## src/logic/sfm_defs.svh

```systemverilog
// Constants for the slot frame to VC-4 mapper: overhead layout, marker
// codes and frame timing.
// Assumes inclusion by name from every file that needs these values.
//
// Operation
// - One slot frame is handled every 125 us, that is 8000 per second.
// - A slot holds either 64 data bits or one of a few marker codes.
// - The source turns every slot, data or marker, into a 65-bit word.
// - The 65-bit words are packed back to back, locked to the frame.
// - The source scrambles the payload with a self-synchronous scrambler.
// - The sink descrambles, unpacks and decodes the words into slots.
// - Frame start travels beside the octets, never as an in-band code.
// - On a path alarm the sink puts alarm markers in place of slots.
// - The sink derives port availability from path supervision inputs.
// - A slot with no user data carries the idle marker.
// - The alarm marker fills data slots lost to a path defect.
// - The supervision marker carries per-channel supervision data.
// - Scrambler and descrambler use the polynomial x^43 + 1.
// - Each word goes out flag bit first, then data bits 63 down to 0.
// - The label octet is 00000101; F2, F3 and H4 are sent as zero.
// - Alarm insertion follows trail fail, label mismatch or inactivity.

`ifndef SFM_DEFS_SVH
`define SFM_DEFS_SVH

`define SFM_LAST_ROW 4'h8
`define SFM_LAST_COL 9'h104
`define SFM_ROW_C2 4'h2
`define SFM_ROW_F2 4'h4
`define SFM_ROW_H4 4'h5
`define SFM_ROW_F3 4'h6
`define SFM_C2_LABEL 8'h05
`define SFM_UNUSED_OH 8'h00
`define SFM_SCR_TAP 43
`define SFM_WORD_BITS 7'h41
`define SFM_OCTET_BITS 7'h08
`define SFM_CODE_IDLE 8'h01
`define SFM_CODE_PERF 8'h02
`define SFM_CODE_ALARM 8'h03
`define SFM_FRAME_PERIOD_NS 125000
`define SFM_CLK_PERIOD_NS 40
`define SFM_FRAME_CYCLES (`SFM_FRAME_PERIOD_NS / `SFM_CLK_PERIOD_NS)

`endif

```

## src/logic/sfm_pkg.sv

```systemverilog
// Types shared by the slot frame to VC-4 mapper.
// Assumes nothing of its surroundings.
package sfm_pkg;

    typedef enum logic [1:0] {
        SFM_KIND_DATA,
        SFM_KIND_IDLE,
        SFM_KIND_PERF,
        SFM_KIND_ALARM
    } sfm_kind_t;

    typedef logic [3:0] sfm_row_t;
    typedef logic [8:0] sfm_col_t;

endpackage

```

## src/logic/sfm_mapper.sv

```systemverilog
// Slot frame to VC-4 payload mapper, source and sink directions.
// Assumes one octet per clock on the path side and a slot switch that
// offers slots with a valid and ready handshake.
`timescale 1ns/1ps
`default_nettype none
`include "sfm_defs.svh"
module sfm_mapper
    import sfm_pkg::*;
(
    // Clock and reset
    input wire logic clk_sys,
    input wire logic reset_n,
    // Source slots from the switch
    input wire logic tx_slot_valid,
    input wire sfm_kind_t tx_slot_kind,
    input wire logic [63:0] tx_slot_data,
    output logic tx_slot_ready,
    input wire logic frame_start_strobe,
    // Source octets toward the path
    output logic [7:0] tx_octet,
    output logic tx_octet_valid,
    output logic tx_frame_start,
    // Sink octets from the path
    input wire logic [7:0] rx_octet,
    input wire logic rx_octet_valid,
    input wire logic rx_frame_start,
    input wire logic trail_fail_indication,
    input wire logic port_inactive_state,
    // Sink slots toward the switch
    output logic rx_slot_valid,
    output sfm_kind_t rx_slot_kind,
    output logic [63:0] rx_slot_data,
    output logic rx_slot_frame_start,
    // Supervision
    output logic server_fail_indication,
    output logic port_fail_indication,
    output logic label_mismatch,
    output logic alarm_insert_active
);
    function automatic logic [64:0] sfm_encode(input sfm_kind_t kind,
                                              input logic [63:0] data);
        case (kind)
            SFM_KIND_DATA: sfm_encode = {1'b0, data};
            SFM_KIND_IDLE: sfm_encode = {1'b1, `SFM_CODE_IDLE, 56'h0};
            SFM_KIND_PERF: sfm_encode = {1'b1, `SFM_CODE_PERF, data[55:0]};
            default: sfm_encode = {1'b1, `SFM_CODE_ALARM, 56'h0};
        endcase
    endfunction

    function automatic logic [7:0] sfm_poh(input sfm_row_t row);
        case (row)
            `SFM_ROW_C2: sfm_poh = `SFM_C2_LABEL;
            default: sfm_poh = `SFM_UNUSED_OH;
        endcase
    endfunction

    // Source side.
    logic [11:0] frame_timer_q;
    logic frame_go;
    sfm_row_t tx_row;
    sfm_col_t tx_col;
    logic tx_active;
    logic [64:0] hold_q;
    logic hold_full_q;
    logic hold_full_d;
    logic ready_q;
    logic accept;
    logic tx_pay;
    logic need_word;
    logic [71:0] tx_acc_q;
    logic [71:0] tx_acc_d;
    logic [6:0] tx_cnt_q;
    logic [6:0] tx_cnt_d;
    logic [71:0] tx_shift;
    logic [7:0] tx_raw;
    logic [7:0] tx_scr;
    logic [7:0] tx_octet_q;
    logic tx_valid_q;
    logic tx_fs_q;

    // A missing strobe does not stall the link: the timer starts the next
    // frame itself once a whole period has run out.
    assign frame_go = frame_start_strobe ||
        (frame_timer_q == 12'(`SFM_FRAME_CYCLES - 1));

    always_ff @(posedge clk_sys) begin
        if (!reset_n) begin
            frame_timer_q <= 12'h000;
        end else if (frame_go) begin
            frame_timer_q <= 12'h000;
        end else begin
            frame_timer_q <= frame_timer_q + 12'h001;
        end
    end

    sfm_vc_position u_tx_pos (
        .clk_sys(clk_sys),
        .reset_n(reset_n),
        .restart(frame_go),
        .advance(1'b1),
        .cur_row(tx_row),
        .cur_col(tx_col),
        .cur_active(tx_active)
    );

    assign accept = tx_slot_valid && ready_q;
    assign tx_pay = tx_active && (tx_col != 9'h000);
    assign need_word = tx_pay && (tx_cnt_q < `SFM_OCTET_BITS);

    always_comb begin
        hold_full_d = (hold_full_q && !need_word) || accept;
    end

    // One slot of holding keeps the ready port on a flop.
    always_ff @(posedge clk_sys) begin
        if (!reset_n) begin
            hold_q <= 65'h0;
            hold_full_q <= 1'b0;
            ready_q <= 1'b0;
        end else begin
            if (accept) begin
                hold_q <= sfm_encode(tx_slot_kind, tx_slot_data);
            end
            hold_full_q <= hold_full_d;
            ready_q <= !hold_full_d;
        end
    end

    // Words are appended behind the leftover bits, so no gap ever opens.
    always_comb begin
        tx_acc_d = tx_acc_q;
        tx_cnt_d = frame_go ? 7'h00 : tx_cnt_q;
        tx_raw = 8'h00;
        tx_shift = 72'h0;
        if (tx_pay) begin
            if (tx_cnt_d < `SFM_OCTET_BITS) begin
                if (hold_full_q) begin
                    tx_acc_d = {tx_acc_q[6:0], hold_q};
                end else begin
                    tx_acc_d = {tx_acc_q[6:0],
                        sfm_encode(SFM_KIND_IDLE, 64'h0)};
                end
                tx_cnt_d = tx_cnt_d + `SFM_WORD_BITS;
            end
            tx_shift = tx_acc_d >> (tx_cnt_d - `SFM_OCTET_BITS);
            tx_raw = tx_shift[7:0];
            tx_cnt_d = tx_cnt_d - `SFM_OCTET_BITS;
        end
    end

    always_ff @(posedge clk_sys) begin
        if (!reset_n) begin
            tx_acc_q <= 72'h0;
            tx_cnt_q <= 7'h00;
        end else begin
            tx_acc_q <= tx_acc_d;
            tx_cnt_q <= tx_cnt_d;
        end
    end

    sfm_scram #(
        .DESCRAMBLE(1'b0)
    ) u_scram (
        .clk_sys(clk_sys),
        .reset_n(reset_n),
        .in_valid(tx_pay),
        .in_octet(tx_raw),
        .out_octet(tx_scr)
    );

    // Overhead octets bypass the scrambler; only the payload is scrambled.
    always_ff @(posedge clk_sys) begin
        if (!reset_n) begin
            tx_octet_q <= 8'h00;
            tx_valid_q <= 1'b0;
            tx_fs_q <= 1'b0;
        end else begin
            tx_valid_q <= tx_active;
            tx_fs_q <= frame_go;
            if (!tx_active) begin
                tx_octet_q <= 8'h00;
            end else if (tx_pay) begin
                tx_octet_q <= tx_scr;
            end else begin
                tx_octet_q <= sfm_poh(tx_row);
            end
        end
    end

    assign tx_slot_ready = ready_q;
    assign tx_octet = tx_octet_q;
    assign tx_octet_valid = tx_valid_q;
    assign tx_frame_start = tx_fs_q;

    // Sink side.
    sfm_row_t rx_row;
    sfm_col_t rx_col;
    logic rx_active;
    logic rx_restart;
    logic rx_pay;
    logic [7:0] rx_plain;
    logic [71:0] rx_acc_q;
    logic [71:0] rx_acc_d;
    logic [6:0] rx_cnt_q;
    logic [6:0] rx_cnt_d;
    logic [71:0] rx_shift;
    logic [64:0] rx_word;
    logic rx_word_ok;
    logic first_q;
    logic plm_q;
    logic alarm_marker;
    logic [7:0] rx_code;
    logic rx_slot_valid_q;
    sfm_kind_t rx_kind_q;
    logic [63:0] rx_data_q;
    logic rx_fs_q;
    logic ssf_q;
    logic tsf_q;
    logic cplm_q;
    logic ais_q;

    assign rx_restart = rx_octet_valid && rx_frame_start;

    sfm_vc_position u_rx_pos (
        .clk_sys(clk_sys),
        .reset_n(reset_n),
        .restart(rx_restart),
        .advance(rx_octet_valid),
        .cur_row(rx_row),
        .cur_col(rx_col),
        .cur_active(rx_active)
    );

    assign rx_pay = rx_octet_valid && rx_active && (rx_col != 9'h000);

    sfm_scram #(
        .DESCRAMBLE(1'b1)
    ) u_descram (
        .clk_sys(clk_sys),
        .reset_n(reset_n),
        .in_valid(rx_pay),
        .in_octet(rx_octet),
        .out_octet(rx_plain)
    );

    // A word is complete once 65 bits are on hand; the rest stay queued.
    always_comb begin
        rx_acc_d = rx_acc_q;
        rx_cnt_d = rx_restart ? 7'h00 : rx_cnt_q;
        rx_word_ok = 1'b0;
        rx_word = 65'h0;
        rx_shift = 72'h0;
        if (rx_pay) begin
            rx_acc_d = {rx_acc_q[63:0], rx_plain};
            rx_cnt_d = rx_cnt_d + `SFM_OCTET_BITS;
            if (rx_cnt_d >= `SFM_WORD_BITS) begin
                rx_shift = rx_acc_d >> (rx_cnt_d - `SFM_WORD_BITS);
                rx_word = rx_shift[64:0];
                rx_word_ok = 1'b1;
                rx_cnt_d = rx_cnt_d - `SFM_WORD_BITS;
            end
        end
    end

    always_ff @(posedge clk_sys) begin
        if (!reset_n) begin
            rx_acc_q <= 72'h0;
            rx_cnt_q <= 7'h00;
        end else begin
            rx_acc_q <= rx_acc_d;
            rx_cnt_q <= rx_cnt_d;
        end
    end

    // The label is judged once per frame and held until the next one.
    always_ff @(posedge clk_sys) begin
        if (!reset_n) begin
            plm_q <= 1'b0;
        end else if (rx_octet_valid && rx_active && rx_col == 9'h000 &&
                     rx_row == `SFM_ROW_C2) begin
            plm_q <= (rx_octet != `SFM_C2_LABEL);
        end
    end

    assign alarm_marker = trail_fail_indication || plm_q ||
        port_inactive_state;
    assign rx_code = rx_word[63:56];

    always_ff @(posedge clk_sys) begin
        if (!reset_n) begin
            first_q <= 1'b0;
        end else if (rx_restart) begin
            first_q <= 1'b1;
        end else if (rx_word_ok) begin
            first_q <= 1'b0;
        end
    end

    // Unknown marker codes are passed up as alarms rather than as data.
    always_ff @(posedge clk_sys) begin
        if (!reset_n) begin
            rx_slot_valid_q <= 1'b0;
            rx_kind_q <= SFM_KIND_IDLE;
            rx_data_q <= 64'h0;
            rx_fs_q <= 1'b0;
        end else begin
            rx_slot_valid_q <= rx_word_ok;
            if (rx_word_ok) begin
                rx_fs_q <= first_q && !rx_restart;
                if (alarm_marker) begin
                    rx_kind_q <= SFM_KIND_ALARM;
                    rx_data_q <= {`SFM_CODE_ALARM, 56'h0};
                end else if (!rx_word[64]) begin
                    rx_kind_q <= SFM_KIND_DATA;
                    rx_data_q <= rx_word[63:0];
                end else if (rx_code == `SFM_CODE_IDLE) begin
                    rx_kind_q <= SFM_KIND_IDLE;
                    rx_data_q <= rx_word[63:0];
                end else if (rx_code == `SFM_CODE_PERF) begin
                    rx_kind_q <= SFM_KIND_PERF;
                    rx_data_q <= rx_word[63:0];
                end else begin
                    rx_kind_q <= SFM_KIND_ALARM;
                    rx_data_q <= rx_word[63:0];
                end
            end else begin
                rx_fs_q <= 1'b0;
            end
        end
    end

    always_ff @(posedge clk_sys) begin
        if (!reset_n) begin
            ssf_q <= 1'b0;
            tsf_q <= 1'b0;
            cplm_q <= 1'b0;
            ais_q <= 1'b0;
        end else begin
            ssf_q <= trail_fail_indication || plm_q;
            tsf_q <= alarm_marker;
            cplm_q <= plm_q && !trail_fail_indication;
            ais_q <= alarm_marker;
        end
    end

    assign rx_slot_valid = rx_slot_valid_q;
    assign rx_slot_kind = rx_kind_q;
    assign rx_slot_data = rx_data_q;
    assign rx_slot_frame_start = rx_fs_q;
    assign server_fail_indication = ssf_q;
    assign port_fail_indication = tsf_q;
    assign label_mismatch = cplm_q;
    assign alarm_insert_active = ais_q;
endmodule
`default_nettype wire

```

## src/logic/sfm_scram.sv

```systemverilog
// Self-synchronous octet scrambler or descrambler.
// Assumes octets arrive most significant bit first, one per valid cycle.
`timescale 1ns/1ps
`default_nettype none
`include "sfm_defs.svh"
module sfm_scram #(
    parameter bit DESCRAMBLE = 1'b0
) (
    // Clock and reset
    input wire logic clk_sys,
    input wire logic reset_n,
    // Octet stream
    input wire logic in_valid,
    input wire logic [7:0] in_octet,
    output logic [7:0] out_octet
);
    logic [`SFM_SCR_TAP-1:0] state_q;
    logic [`SFM_SCR_TAP-1:0] state_d;

    // The state holds line bits on both ends, so they track each other.
    always_comb begin
        logic x;
        logic y;
        x = 1'b0;
        y = 1'b0;
        state_d = state_q;
        out_octet = 8'h00;
        for (int i = 7; i >= 0; i--) begin
            x = in_octet[i];
            y = x ^ state_d[`SFM_SCR_TAP-1];
            out_octet[i] = y;
            state_d = {state_d[`SFM_SCR_TAP-2:0], DESCRAMBLE ? x : y};
        end
    end

    always_ff @(posedge clk_sys) begin
        if (!reset_n) begin
            state_q <= '0;
        end else if (in_valid) begin
            state_q <= state_d;
        end
    end
endmodule
`default_nettype wire

```

## src/logic/sfm_vc_position.sv

```systemverilog
// Row and column tracker of one VC-4 frame of 9 rows by 261 columns.
// Assumes restart marks the octet in column 0 of row 0.
`timescale 1ns/1ps
`default_nettype none
`include "sfm_defs.svh"
module sfm_vc_position
    import sfm_pkg::*;
(
    // Clock and reset
    input wire logic clk_sys,
    input wire logic reset_n,
    // Control
    input wire logic restart,
    input wire logic advance,
    // Position of the current octet
    output sfm_row_t cur_row,
    output sfm_col_t cur_col,
    output logic cur_active
);
    sfm_row_t row_q;
    sfm_col_t col_q;
    logic active_q;

    assign cur_row = restart ? 4'h0 : row_q;
    assign cur_col = restart ? 9'h000 : col_q;
    assign cur_active = restart | active_q;

    // The frame stops at its last octet and waits for the next start.
    always_ff @(posedge clk_sys) begin
        if (!reset_n) begin
            row_q <= 4'h0;
            col_q <= 9'h000;
            active_q <= 1'b0;
        end else if (advance && cur_active) begin
            active_q <= 1'b1;
            if (cur_col == `SFM_LAST_COL) begin
                col_q <= 9'h000;
                row_q <= cur_row + 4'h1;
                if (cur_row == `SFM_LAST_ROW) begin
                    row_q <= 4'h0;
                    active_q <= 1'b0;
                end
            end else begin
                col_q <= cur_col + 9'h001;
                row_q <= cur_row;
            end
        end else if (restart) begin
            row_q <= 4'h0;
            col_q <= 9'h000;
            active_q <= 1'b1;
        end
    end
endmodule
`default_nettype wire

```

## config.mk

```make
export PLATFORM = sky130hd
export DESIGN_NAME = sfm_mapper
export DESIGN_NICKNAME = d
export VERILOG_FILES = /design/src/logic/sfm_pkg.sv /design/src/logic/sfm_mapper.sv /design/src/logic/sfm_scram.sv /design/src/logic/sfm_vc_position.sv
export VERILOG_INCLUDE_DIRS = /design/src /design/src/logic
export SDC_FILE = /design/constraint.sdc
export NUM_CORES = 1
export LEC_CHECK = 0
export BUFFER_PORTS_ARGS = -buffer_cell sky130_fd_sc_hd__buf_4
export CORE_ASPECT_RATIO = 0.5
export CORE_MARGIN = 2
export CORE_UTILIZATION = 40
export CTS_CLUSTER_DIAMETER = 40
export DETAILED_ROUTE_END_ITERATION = 7
export GPL_TIMING_DRIVEN = 0
export PLACE_DENSITY = 0.56
export SYNTH_ARGS = -nofsm -noshare
export SYNTH_HDL_FRONTEND = slang
export SYNTH_SLANG_ARGS = --single-unit
```

## constraint.sdc

```tcl
create_clock -name clk_sys -period 5.4 [get_ports clk_sys]
set_input_delay 0.54 -clock clk_sys [delete_from_list [all_inputs] [get_ports clk_sys]]
set_output_delay 0.54 -clock clk_sys [all_outputs]
set_load 0.1 [all_outputs]
```

Word-level counts from Yosys, hierarchy flattened
Cells that the tools add are included.

Word-level logic and storage cells: 149. Output and inout port bits: 83. Bits in registers: 426. Input bits: 82.

$add $sub $neg: 9. Equality and inequality tests: 12. Shifts and indexed selects: 2. Reductions and logical operators: 29. Magnitude comparators: 3. Bitwise logic cells: 19. Multiplexer cells: 47.

Operators with widths (number): $mux W65 (3); $pmux W65 S3 (1); $mux W72 (2); $shr A72 B7 Y65 (1); $shr A72 B7 Y8 (1); $mux W64 (1); $mux W9 (6); $mux W7 (7); $mux W4 (8); $add A9 B1 Y9 const B (2); $eq A9 B9 Y1 const B (2); $reduce_bool A9 Y1 (2); $mux W8 (2); $xor A1 B1 Y1 (16); $lt A7 B4 Y1 const B (2); $mux W1 (13); $add A12 B1 Y12 const B (1); $eq A12 B12 Y1 const B (1); $logic_and A1 B1 Y1 (11); $logic_not A9 Y1 (1); $add A4 B1 Y4 const B (2); $eq A4 B2 Y1 const B (2); $eq A4 B4 Y1 const B (2); $eq A8 B1 Y1 const B (1); 19 further kinds (31).

Longest topological paths before layout
Gate-level depths: netlist (run 1).

Word-level depth: 12. Mapped depth: 24.

By module
A second synthesis (run 1) with hierarchy kept.

Cell total of the unflattened synthesis: 3128. Area total of the unflattened synthesis: 25709.7 sq um.

Modules (own cells, without submodules): sfm_mapper (cells an instance 2641, times used 1, area an instance 20746.1 sq um); sfm_scram at u_descram (cells an instance 146, times used 1, area an instance 1736.7 sq um); sfm_scram at u_scram (cells an instance 155, times used 1, area an instance 1724.2 sq um); sfm_vc_position at u_tx_pos (cells an instance 95, times used 1, area an instance 792.0 sq um); sfm_vc_position at u_rx_pos (cells an instance 91, times used 1, area an instance 710.7 sq um).

Worst setup path before layout (run 1)
Ideal clock, no wire load.

Kind: register to register. Start: reg frame_timer_q[0]. End: reg u_scram.state_q[6]. Library setup time: 133 ps. Path slack: 602 ps. Stages on the path, launching flop included: 22. Data required time: 5267 ps. Path buffers: 7. Arrival time: 4666 ps. Period minus slack after synthesis: 4798 ps. Path through: dfxtp_1 inv_1 ha_1 and4bb_1 a31oi_2 buf_2 buf_2 buf_1 clkbuf_1 and2_1 ha_1 clkbuf_1 buf_1 clkbuf_1 mux2_2 a311oi_1 a21oi_1 mux2_2 a221oi_1 a2bb2oi_1 xnor2_1 a21oi_1.

Word-level cells in the longest chain between the ends: 10.

RTL lines: start: declaration (RTL line sfm_mapper.sv:58) `logic [11:0] frame_timer_q;`; start signal: assignment (RTL line sfm_mapper.sv:92) `frame_timer_q <= frame_timer_q + 12'h001;`; $eq A12 B12 Y1 * (RTL line sfm_mapper.sv:84) `` (frame_timer_q == 12'(`SFM_FRAME_CYCLES - 1)); ``; $logic_or A1 B1 Y1 * (RTL line sfm_mapper.sv:83) `assign frame_go = frame_start_strobe ||`; $mux W7 (RTL line sfm_mapper.sv:132) `tx_cnt_d = frame_go ? 7'h00 : tx_cnt_q;`; $add A7 B7 Y7 (no line) / $lt A7 B4 Y1 (equally long branches); $mux W7 (RTL line sfm_mapper.sv:136) `` if (tx_cnt_d < `SFM_OCTET_BITS) begin ``; $mux W7 (RTL line sfm_mapper.sv:135) `if (tx_pay) begin`; $sub A7 B4 Y7 (no line); $shr A72 B7 Y8 (RTL line sfm_mapper.sv:145) `` tx_shift = tx_acc_d >> (tx_cnt_d - `SFM_OCTET_BITS); ``; $mux W8 (RTL line sfm_mapper.sv:135); $xor A1 B1 Y1 (RTL line sfm_scram.sv:30) `` y = x ^ state_d[`SFM_SCR_TAP-1]; ``; end signal: assignment (RTL line sfm_scram.sv:40) `state_q <= state_d;`; end: declaration (RTL line sfm_scram.sv:17) `` logic [`SFM_SCR_TAP-1:0] state_q; ``.

Mark *: on every way between the ends. The rest lies on a longest branch, timed or not. The select of a mux whose other input is x is not followed. A chain may end at the register's enable or synchronous reset.

Final worst setup path (run 1)
Start: reg tx_cnt_q[1]. End: reg tx_octet_q[2] (netlist: tx_octet[2]).

Word-level cells in the longest chain between the ends: 9.

RTL lines: start: declaration (RTL line sfm_mapper.sv:72) `logic [6:0] tx_cnt_q;`; start signal: assignment (RTL line sfm_mapper.sv:157) `tx_cnt_q <= tx_cnt_d;`; $mux W7 * (RTL line sfm_mapper.sv:132); $add A7 B7 Y7 (no line) / $lt A7 B4 Y1 (equally long branches); $mux W7 (RTL line sfm_mapper.sv:136); $mux W7 (RTL line sfm_mapper.sv:135); $sub A7 B4 Y7 (no line); $shr A72 B7 Y8 * (RTL line sfm_mapper.sv:145); $mux W8 * (RTL line sfm_mapper.sv:135); $xor A1 B1 Y1 * (RTL line sfm_scram.sv:30); $mux W8 * (RTL line sfm_mapper.sv:182) `end else if (tx_pay) begin`; end signal: assignment (RTL line sfm_mapper.sv:183) `tx_octet_q <= tx_scr;`; end signal: assignment (RTL line sfm_mapper.sv:185) `tx_octet_q <= sfm_poh(tx_row);`; end: declaration (RTL line sfm_mapper.sv:77) `logic [7:0] tx_octet_q;`.

Marks and branches as above.

==> results.sh, run 1 <==
export IMPL_die_area_mm2=0.06621
export IMPL_fin_ws_ps=61.14
export IMPL_worstSetupEndpointType="flop"
export IMPL_start_util_pct=40.54
export IMPL_clock_root_buffer="clkbuf_16"
export IMPL_worstMarginPinSlew_ps=1236
export IMPL_layout_drive_gt1_share_pct=12.82
export IMPL_ys_ff_latch=426
export IMPL_placed_cells=4305
export IMPL_core_area_mm2=0.06319
export IMPL_final_design_area_no_fill_mm2=0.02964
export IMPL_yosys_cell_types_count=85
export IMPL_placed_area_mm2=0.02787
export IMPL_gp_congestion=1.068
export IMPL_min_period_ps=5339
export IMPL_htreeDepth=2
export IMPL_crit_path_max_fanout=10
export IMPL_required_ps=5920
export IMPL_grt_pass1_wl_um=172700
export IMPL_hold_violations=0
export IMPL_grt_antenna_before_repair=2
export IMPL_viasPerCell=6.203
export IMPL_power_density_mw_per_mm2=253.6
export IMPL_rows=65
export IMPL_synth_main_ff_cell="dfxtp_1"
export IMPL_layout_cells_non_filler=4390
export IMPL_synth_area_leaders="dfxtp_1 33%, mux2i_1 13%, nand2_1 8.1%"
export IMPL_drt_pass1_iterations=6
export IMPL_syn_to_final_growth_pct=15.69
export IMPL_peakVddDrop_mv=0.2211
export IMPL_final_cell_mix="556 x nand2_1, 425 x dfxtp_1, 396 x a21oi_1, 325 x mux2i_1, 293 x nor2_1"
export IMPL_layout_commonest_cell="nand2_1"
export IMPL_relSlewSlack_pct=17.57
export IMPL_cts_tree="yes"
export IMPL_cts_sinks=426
export IMPL_ctsHoldBuffers=0
export IMPL_postRouteAntennaNets=0
export IMPL_vias=27230
export IMPL_insertion_delay_ps=620
export IMPL_wl_per_cell_um=26.98
export IMPL_synth_edf_count=0
export IMPL_io_buffers=161
export IMPL_grt_usage_pct=34.81
export IMPL_numCtsBuffers=45
export IMPL_drtIter0Drc=3177
export IMPL_yosys_area_top_type="dfxtp_1"
export IMPL_post_place_ws_ps=-2043
export IMPL_dieWidth_um=361.9
export IMPL_skew_ps=40.02
export IMPL_synth_cells=3307
export IMPL_setup_viol=0
export IMPL_synthArstFlopShare_pct=0
export IMPL_nNetsFinal=3616
export IMPL_synth_area_per_cell_um2=7.746
export IMPL_ioPinCount=165
export IMPL_syn_nets=3407
export IMPL_worstPathArrival_ps=5860
export IMPL_path_class="flop to flop"
export IMPL_fin_crit_sh_pct=98.87
export IMPL_drc=0
export IMPL_fp_dieH_um=182.9
export IMPL_syn_cell_area_mm2=0.02562
export IMPL_seq_area_frac_synth_pct=33.29
export IMPL_post_route_util_pct=46.90
export IMPL_status="finished, final reports clean"
export IMPL_hpwl_um=92470
export IMPL_overflow=0
export IMPL_grt_pass1_vias=26050
export IMPL_grt_setup_unrepaired="no"
export IMPL_start_kind="flop"
export IMPL_max_clock_freq_ghz=0.1873
export IMPL_worst_setup_hold_path_clk_slew_ps=60
export IMPL_synth_warnings=0
export IMPL_netlist_area_leader_share_pct=33.29
export IMPL_wirelength_um=118500
export IMPL_p_total_mw=7.516
export IMPL_clockBufferDepth=3
export IMPL_slew_violations=0
export IMPL_timing_hold_ws_ps=125.0
export IMPL_hold_class="primary input to flop"
export IMPL_grt_max_degree=20
export IMPL_maxCapViolCount=0
export IMPL_fin_tns_setup_ps=0
export IMPL_leakage_nw=11.06
-- cell usage after synthesis, drive strengths merged (13+ instances only) --
master / n
a221oi: 16
xor2: 23
o21ai: 96
and3: 99
a22oi: 30
nand2: 557
nor2: 295
xnor2: 26
a31oi: 30
nor3: 42
o211ai: 31
a211o: 13
mux2: 63
buf: 100
and2: 20
o22ai: 28
dfxtp: 426
mux4: 19
ha: 18
mux2i: 326
a211oi: 61
a21oi: 397
nand3: 171
inv: 23
clkbuf: 192
nand4: 20
-- logic make-up (layout without fill, tap and decap cells) --
group,count (synthesis),after routing,share of synthesized area [%]
AND/OR/NAND/NOR,1273,1273,22.21
XOR/XNOR,49,49,1.749
flip-flops,426,426,33.29
multiplexers,408,408,17.18
AO/OA/AOI/OAI,816,816,19.60
adder cells (fa/ha/maj),18,18,0.8792
buffers and inverters,317,559,5.094
other,0,4,0
-- worst max-delay path, stage by stage (launching register included) --
cell and delay, ps:
dfxtp_2 520, buf_2 460, buf_2 410, buf_2 450, and2_1 250, ha_4 260
buf_4 230, o21ai_2 240, and2_1 200, buf_2 280, buf_2 410, a211o_1 300
nand3_1 210, nand4_1 190, nand4b_1 240, or3_1 440, nand3_1 100
-- final timing paths --
kind / cells after the start / slack (ps) / startpoint / to
max: 16 / 60 / tx_cnt_q[1] / tx_octet[2]
max reg2reg: 16 / 60 / tx_cnt_q[1] / tx_octet[2]
min reg2reg: 2 / 450 / u_descram.state_q[24] / u_descram.state_q[32]
min: 2 / 120 / trail_fail_indication / label_mismatch
-- flip-flops by register name, indices dropped and copies added (netlist names), 7 cells and up --
register           flops
rx_slot_data          64
frame_timer_q         12
tx_octet               8
u_rx_pos.col_q         9
tx_acc_q              72
hold_q                65
rx_acc_q              64
u_tx_pos.col_q         9
u_descram.state_q     43
u_scram.state_q       43
rx_cnt_q               7
tx_cnt_q               7
-- layout make-up --
type	count	area (µm²)
fillers	6508	33560
multi-input cells	2564	15970
inverters	25	95.09
repair buffers	166	1246
clock inverters	21	247.7
flip-flops and latches	426	8529
diodes	4	10.01
clock buffers	59	1219
plain buffers	288	1274
well taps	837	1047
-- report_power, final --
group,total [mW],switching [mW],internal (mW)
sequential,3.23,0.0531,3.18
combinational,1.16,0.855,0.306
clock,3.12,1.43,1.69
-- metal layers --
layer	vias up	global-route usage, %	part of all wire [%]
li1	12320	-	-
met2	1329	54.86	44
met5	-	0	0.0093
met4	2	13.60	4.4
met3	339	7.854	9.2
met1	13250	46.35	43
-- what timing repair did --
action | in CTS | in global routing
pin swaps | 2 | 4
cloned | 0 | 0
setup buffers | 2 | 3
endpoints found under the setup margin | 40 | 44
gates resized for setup | 48 | 35
hold endpoints to repair | 0 | 0
Note: power is estimated with default switching activity, not from simulation.
==> run 2: changes to the inputs <==
--- a/config.mk
+++ b/config.mk
@@ -7,13 +7,15 @@
 export NUM_CORES = 1
 export LEC_CHECK = 0
 export BUFFER_PORTS_ARGS = -buffer_cell sky130_fd_sc_hd__buf_4
+export CELL_PAD_IN_SITES_DETAIL_PLACEMENT = 1
+export CELL_PAD_IN_SITES_GLOBAL_PLACEMENT = 1
 export CORE_ASPECT_RATIO = 0.5
 export CORE_MARGIN = 2
 export CORE_UTILIZATION = 40
 export CTS_CLUSTER_DIAMETER = 40
 export DETAILED_ROUTE_END_ITERATION = 7
 export GPL_TIMING_DRIVEN = 0
-export PLACE_DENSITY = 0.56
+export PLACE_DENSITY = 0.81
 export SYNTH_ARGS = -nofsm -noshare
 export SYNTH_HDL_FRONTEND = slang
 export SYNTH_SLANG_ARGS = --single-unit
==> run 2 against run 1 <==
The flow now finishes with violations (design-rule violations, negative setup slack); combinational power grew 5%; via count grew 3.2%; utilization grew 0.73 points; sequential share of layout area shrank 0.44 points; worst setup slack lost 150 ps; routed wire length grew 7.9%; power grew 4.7%; cell count grew 0.34%; global-route usage grew 2.7 points.
==> results.sh, run 2 (same netlist as run 1, synthesis figures left out) <==
export IMPL_viasPerCell=6.377
export IMPL_fp_dieH_um=182.9
export IMPL_worstMarginPinSlew_ps=1224
export IMPL_power_density_mw_per_mm2=261.3
export IMPL_htreeDepth=2
export IMPL_worst_setup_hold_path_clk_slew_ps=70
export IMPL_slew_violations=0
export IMPL_max_clock_freq_ghz=0.1823
export IMPL_start_kind="flop"
export IMPL_largest_reg_flops=72
export IMPL_regMostFlops="tx_acc_q"
export IMPL_hold_violations=0
export IMPL_worstSetupEndpointType="flop"
export IMPL_insertion_delay_ps=600
export IMPL_drtIter0Drc=2957
export IMPL_numCtsBuffers=46
export IMPL_grt_max_degree=16
export IMPL_layout_area_seq_mm2=0.008529
export IMPL_nNetsFinal=3628
export IMPL_drt_pass1_iterations=8
export IMPL_grt_antenna_before_repair=7
export IMPL_setup_viol=5
export IMPL_grt_pass1_wl_um=186700
export IMPL_cts_tree="yes"
export IMPL_maxCapViolCount=0
export IMPL_status="complete, but fails checks"
export IMPL_grt_usage_pct=37.48
export IMPL_io_buffers=161
export IMPL_path_class="flop to flop"
export IMPL_die_area_mm2=0.06621
export IMPL_fin_tns_setup_ps=-250.1
export IMPL_fill_cells=7729
export IMPL_gp_congestion=1.032
export IMPL_wl_per_cell_um=29.02
export IMPL_wirelength_um=127800
export IMPL_leakage_nw=11.25
export IMPL_grt_pass1_vias=28490
export IMPL_peakVddDrop_mv=0.2396
export IMPL_routed_top_layer="met5"
export IMPL_vias=28090
export IMPL_layout_commonest_cell="nand2_1"
export IMPL_skew_ps=38.08
export IMPL_wl_met2_um=56830
export IMPL_met1_length_um=53890
export IMPL_dieWidth_um=361.9
export IMPL_violations="design-rule violations, negative setup slack"
export IMPL_multi_input_area_mm2=0.01614
export IMPL_clockBufferDepth=3
export IMPL_drc=1
export IMPL_fin_ws_ps=-84.96
export IMPL_rows=65
export IMPL_clock_root_buffer="clkbuf_16"
export IMPL_top_regs="tx_acc_q (72), hold_q (65)"
export IMPL_cts_sinks=426
export IMPL_hpwl_um=100400
export IMPL_hold_class="primary input to flop"
export IMPL_syn_to_final_growth_pct=17.49
export IMPL_core_area_mm2=0.06319
export IMPL_crit_path_max_fanout=10
export IMPL_layout_drive_gt1_share_pct=13.97
export IMPL_start_util_pct=40.54
export IMPL_relSlewSlack_pct=18.42
export IMPL_route_met3_wl_um=11180
export IMPL_overflow=0
export IMPL_required_ps=5860
export IMPL_grt_setup_unrepaired="yes"
export IMPL_postRouteAntennaNets=0
export IMPL_ioPinCount=165
export IMPL_fin_crit_sh_pct=101.6
export IMPL_final_cell_mix="556 x nand2_1, 425 x dfxtp_1, 396 x a21oi_1, 323 x mux2i_1, 292 x nor2_1"
export IMPL_post_place_ws_ps=-2491
export IMPL_worstPathArrival_ps=5950
export IMPL_min_period_ps=5485
[run 2: cell count changes in the layout (fill, tap and decap cells not counted), sizes merged]
| cell | change |
|---|---|
| buf | +7 |
| bufinv | +3 |
| clkbuf | +13 |
| clkinv | -3 |
| clkinvlp | +1 |
| diode | -2 |
| inv | -4 |
[run 2: stage by stage]
| stage | hold WS, ps | std cells | power [mW] | cell area [µm²] | util (%) |
|---|---|---|---|---|---|
| 6_report | 116.4 | 4405 | 7.865 | 30100 | 47.63 |
| 5_1_grt | 105.2 | 4404 | 8.061 | 30100 | 47.63 |
| 4_1_cts | 102.8 | 4394 | 7.802 | 29800 | 47.16 |
| 3_5_place_dp | 448.7 | 4305 | 4.409 | 27880 | 44.11 |
| 3_3_place_gp | 438.3 | 4305 | 4.399 | 27870 | 44.11 |
| 2_1_floorplan | 422.2 | 3307 | 3.907 | 25620 | - |
[run 2: path summary, 6_finish.rpt]
check                                            from               endpoint  slack [ps]  cells after the start
worst min-delay path            trail_fail_indication         label_mismatch         120                      2
worst max register to register            tx_cnt_q[1]            tx_octet[0]         -80                     17
worst max-delay path                      tx_cnt_q[1]            tx_octet[0]         -80                     17
worst min register to register  u_descram.state_q[21]  u_descram.state_q[29]         450                      2
[run 2: power breakdown]
group	total (mW)	internal [mW]	switching [mW]
clock network	3.42	1.96	1.45
registers	3.23	3.18	0.0496
logic	1.22	0.318	0.901
[run 2: area by class of cell]
class                      instances  share of cell area [%]
multi-input combinational       2564                   53.63
sequential                       426                   28.34
clock buffer                      68                   4.540
buffer                           289                   4.444
timing repair buffer             176                   4.390
tap                              837                   3.480
clock inverter                    18                  0.8439
inverter                          25                  0.3201
antenna                            2                 0.01663
[run 2: timing repair]
| item | 4_1_cts | 5_1_grt |
|---|---|---|
| setup endpoints to repair | 128 | 29 |
| pin swaps | 6 | 11 |
| setup buffers | 6 | 9 |
| hold buffers | 0 | 0 |
| resized for setup | 72 | 75 |
[run 2: critical path, stage by stage (launching register included)]
cell and delay (ps):
dfxtp_1 690, clkbuf_4 450, buf_2 410, buf_2 500, and2_4 260, ha_4 250
buf_8 210, buf_8 180, clkbuf_8 220, a21oi_1 80, a221oi_2 310, o21ai_1 160
a21bo_2 300, o211ai_1 100, o211ai_1 390, o211ai_1 350, mux2i_1 280, nand3_1 140
[run 2: routing by layer]
layer | vias up | global-route usage (%)
li1 | 12340 | -
met1 | 14110 | 49.06
met2 | 1296 | 60.64
met3 | 345 | 7.533
met4 | 2 | 15.02
met5 | - | 0
==> run 3: changes to the inputs <==
--- a/config.mk
+++ b/config.mk
@@ -16,6 +16,7 @@
 export DETAILED_ROUTE_END_ITERATION = 7
 export GPL_TIMING_DRIVEN = 0
 export PLACE_DENSITY = 0.81
+export RECOVER_POWER = 25
 export SYNTH_ARGS = -nofsm -noshare
 export SYNTH_HDL_FRONTEND = slang
 export SYNTH_SLANG_ARGS = --single-unit
==> run 3 against run 2 <==
The flow finishes with violations (negative setup slack); cell count barely moved; global-route usage unchanged; sequential power hardly changed; utilization shrank 0.49 points; critical path type unchanged.
==> results.sh, run 3 (same netlist as run 1, synthesis figures left out) <==
export IMPL_max_stage_delay_ps=700
export IMPL_numCtsBuffers=46
export IMPL_dieWidth_um=361.9
export IMPL_path_cells="clkbuf_4 > buf_2 > buf_2 > and2_4 > ha_4 > buf_6 > buf_6 > mux2_2 > nand2_1 > o21ai_0 > nand3_1 > a31oi_1 > o211ai_1 > o211ai_1 > o211ai_1 > mux2i_1 > nand3_1"
export IMPL_vias=28110
export IMPL_hp_start="trail_fail_indication"
export IMPL_worstPathArrival_ps=5980
export IMPL_max_clock_freq_ghz=0.1813
export IMPL_peakVddDrop_mv=0.2397
export IMPL_drt_pass1_iterations=6
export IMPL_layout_commonest_cell="nand2_1"
export IMPL_hold_class="primary input to flop"
export IMPL_htreeDepth=2
export IMPL_hold_path_end="label_mismatch"
export IMPL_skew_ps=37.77
export IMPL_maxCapViolCount=0
export IMPL_fin_crit_sh_pct=102.1
export IMPL_ctsHoldBuffers=0
export IMPL_fin_ws_ps=-115.4
export IMPL_wl_per_cell_um=29.05
export IMPL_layout_drive_gt1_share_pct=11.64
export IMPL_syn_to_final_growth_pct=16.28
export IMPL_r2r_slack_ps=-120
export IMPL_crit_top_cell="o211ai_1"
export IMPL_grt_max_degree=16
export IMPL_die_area_mm2=0.06621
export IMPL_regMostFlops="tx_acc_q"
export IMPL_insertion_delay_ps=600
export IMPL_timing_hold_ws_ps=113.5
export IMPL_required_ps=5870
export IMPL_slew_violations=0
export IMPL_layout_cells_non_filler=4406
export IMPL_regToRegStartpoint="tx_cnt_q[1]"
export IMPL_relSlewSlack_pct=16.00
export IMPL_final_cell_mix="556 x nand2_1, 425 x dfxtp_1, 396 x a21oi_1, 323 x mux2i_1, 292 x nor2_1"
export IMPL_worstMarginPinSlew_ps=1265
export IMPL_top_regs="tx_acc_q (72), hold_q (65)"
export IMPL_start_kind="flop"
export IMPL_rows=65
export IMPL_worstReg2RegEnd="tx_octet[0]"
export IMPL_status="complete, but fails checks"
export IMPL_cts_sinks=426
export IMPL_grt_pass1_vias=28490
export IMPL_grt_setup_unrepaired="yes"
export IMPL_nNetsFinal=3628
export IMPL_start_util_pct=40.54
export IMPL_overflow=0
export IMPL_crit_path_max_fanout=10
export IMPL_grt_antenna_before_repair=7
export IMPL_power_density_mw_per_mm2=264.1
export IMPL_grt_usage_pct=37.48
export IMPL_path_class="flop to flop"
export IMPL_min_period_ps=5515
export IMPL_drtIter0Drc=3073
export IMPL_clock_root_buffer="clkbuf_16"
export IMPL_whs_path_depth=2
export IMPL_hpwl_um=100400
export IMPL_drc=0
export IMPL_gp_congestion=1.032
export IMPL_cts_tree="yes"
export IMPL_core_area_mm2=0.06319
export IMPL_ioPinCount=165
export IMPL_worstSetupEndpointType="flop"
export IMPL_slowest_stage="dfxtp_1"
export IMPL_fp_dieH_um=182.9
export IMPL_worst_setup_hold_path_clk_slew_ps=70
export IMPL_setup_viol=6
export IMPL_viasPerCell=6.379
export IMPL_hold_violations=0
export IMPL_leakage_nw=10.90
export IMPL_placed_cells=4305
export IMPL_violations="negative setup slack"
export IMPL_io_buffers=161
export IMPL_wirelength_um=128000
export IMPL_r2r_cells=17
export IMPL_p_total_mw=7.866
export IMPL_fill_cells=7787
export IMPL_clockBufferDepth=3
export IMPL_largest_reg_flops=72
export IMPL_grt_pass1_wl_um=186700
export IMPL_postRouteAntennaNets=0
[run 3: what timing repair did]
| action | in CTS | in global routing |
|---|---|---|
| pin swaps | 6 | 11 |
| setup endpoints to repair | 128 | 29 |
| gates cloned | 0 | 0 |
| hold endpoints to repair | 0 | 0 |
| setup buffers | 6 | 9 |
| gates resized for setup | 72 | 75 |
[run 3: worst max path at each step]
stage	from	to	slack [ps]	cells after the start
5_1_grt	rx_cnt_q[0]	rx_slot_data[1]	-0.4	16
2_1_floorplan	frame_timer_q[0]	u_scram.state_q[6]	600	21
4_1_cts	frame_timer_q[0]	u_scram.state_q[6]	3	22
3_3_place_gp	frame_timer_q[0]	u_scram.state_q[7]	-2370	21
3_5_place_dp	frame_timer_q[0]	u_scram.state_q[7]	-2490	21
6_report	tx_cnt_q[1]	tx_octet[0]	-120	17
[run 3: metal layers]
layer  vias to the layer above  track usage [%]  wire (µm)
li1                      12340                -          -
met1                     14140            49.06      54260
met2                      1285            60.64      56830
met3                       345            7.533      10870
met4                         0            15.02       6049
met5                         -                0          0
[run 3: critical path: cells and delay by family (launching register included)]
family,cells,cell delay [ps]
buf+inv,5,1800
compound gates,5,1340
simple gates,4,740
flops,1,700
mux,2,490
fa+ha+maj,1,250
[run 3: per-stage QoR]
stage	setup slack, ps	setup TNS (ps)	utilization (%)	cell area (µm²)
6_report	-115.4	-240.1	47.14	29790
3_5_place_dp	-2491	-56770	44.11	27880
2_1_floorplan	601.6	0	-	25620
5_1_grt	-0.4010	-0.4010	47.13	29780
3_3_place_gp	-2369	-50300	44.11	27870
4_1_cts	2.760	0	47.16	29800
[run 3: cell type report]
| class | instances | area, µm² | share of cell area (%) |
|---|---|---|---|
| multi-input combinational | 2564 | 16140 | 54.18 |
| sequential | 426 | 8529 | 28.63 |
| clock buffer | 68 | 1366 | 4.587 |
| buffer | 289 | 1338 | 4.490 |
| tap | 837 | 1047 | 3.516 |
| timing repair buffer | 176 | 1010 | 3.390 |
| clock inverter | 18 | 254.0 | 0.8527 |
| inverter | 25 | 96.34 | 0.3234 |
| antenna | 3 | 7.507 | 0.02520 |
[run 3: power by group]
part	switching [mW]	total [mW]	internal (mW)
logic	0.901	1.22	0.315
clock network	1.46	3.42	1.96
registers	0.0494	3.23	3.18
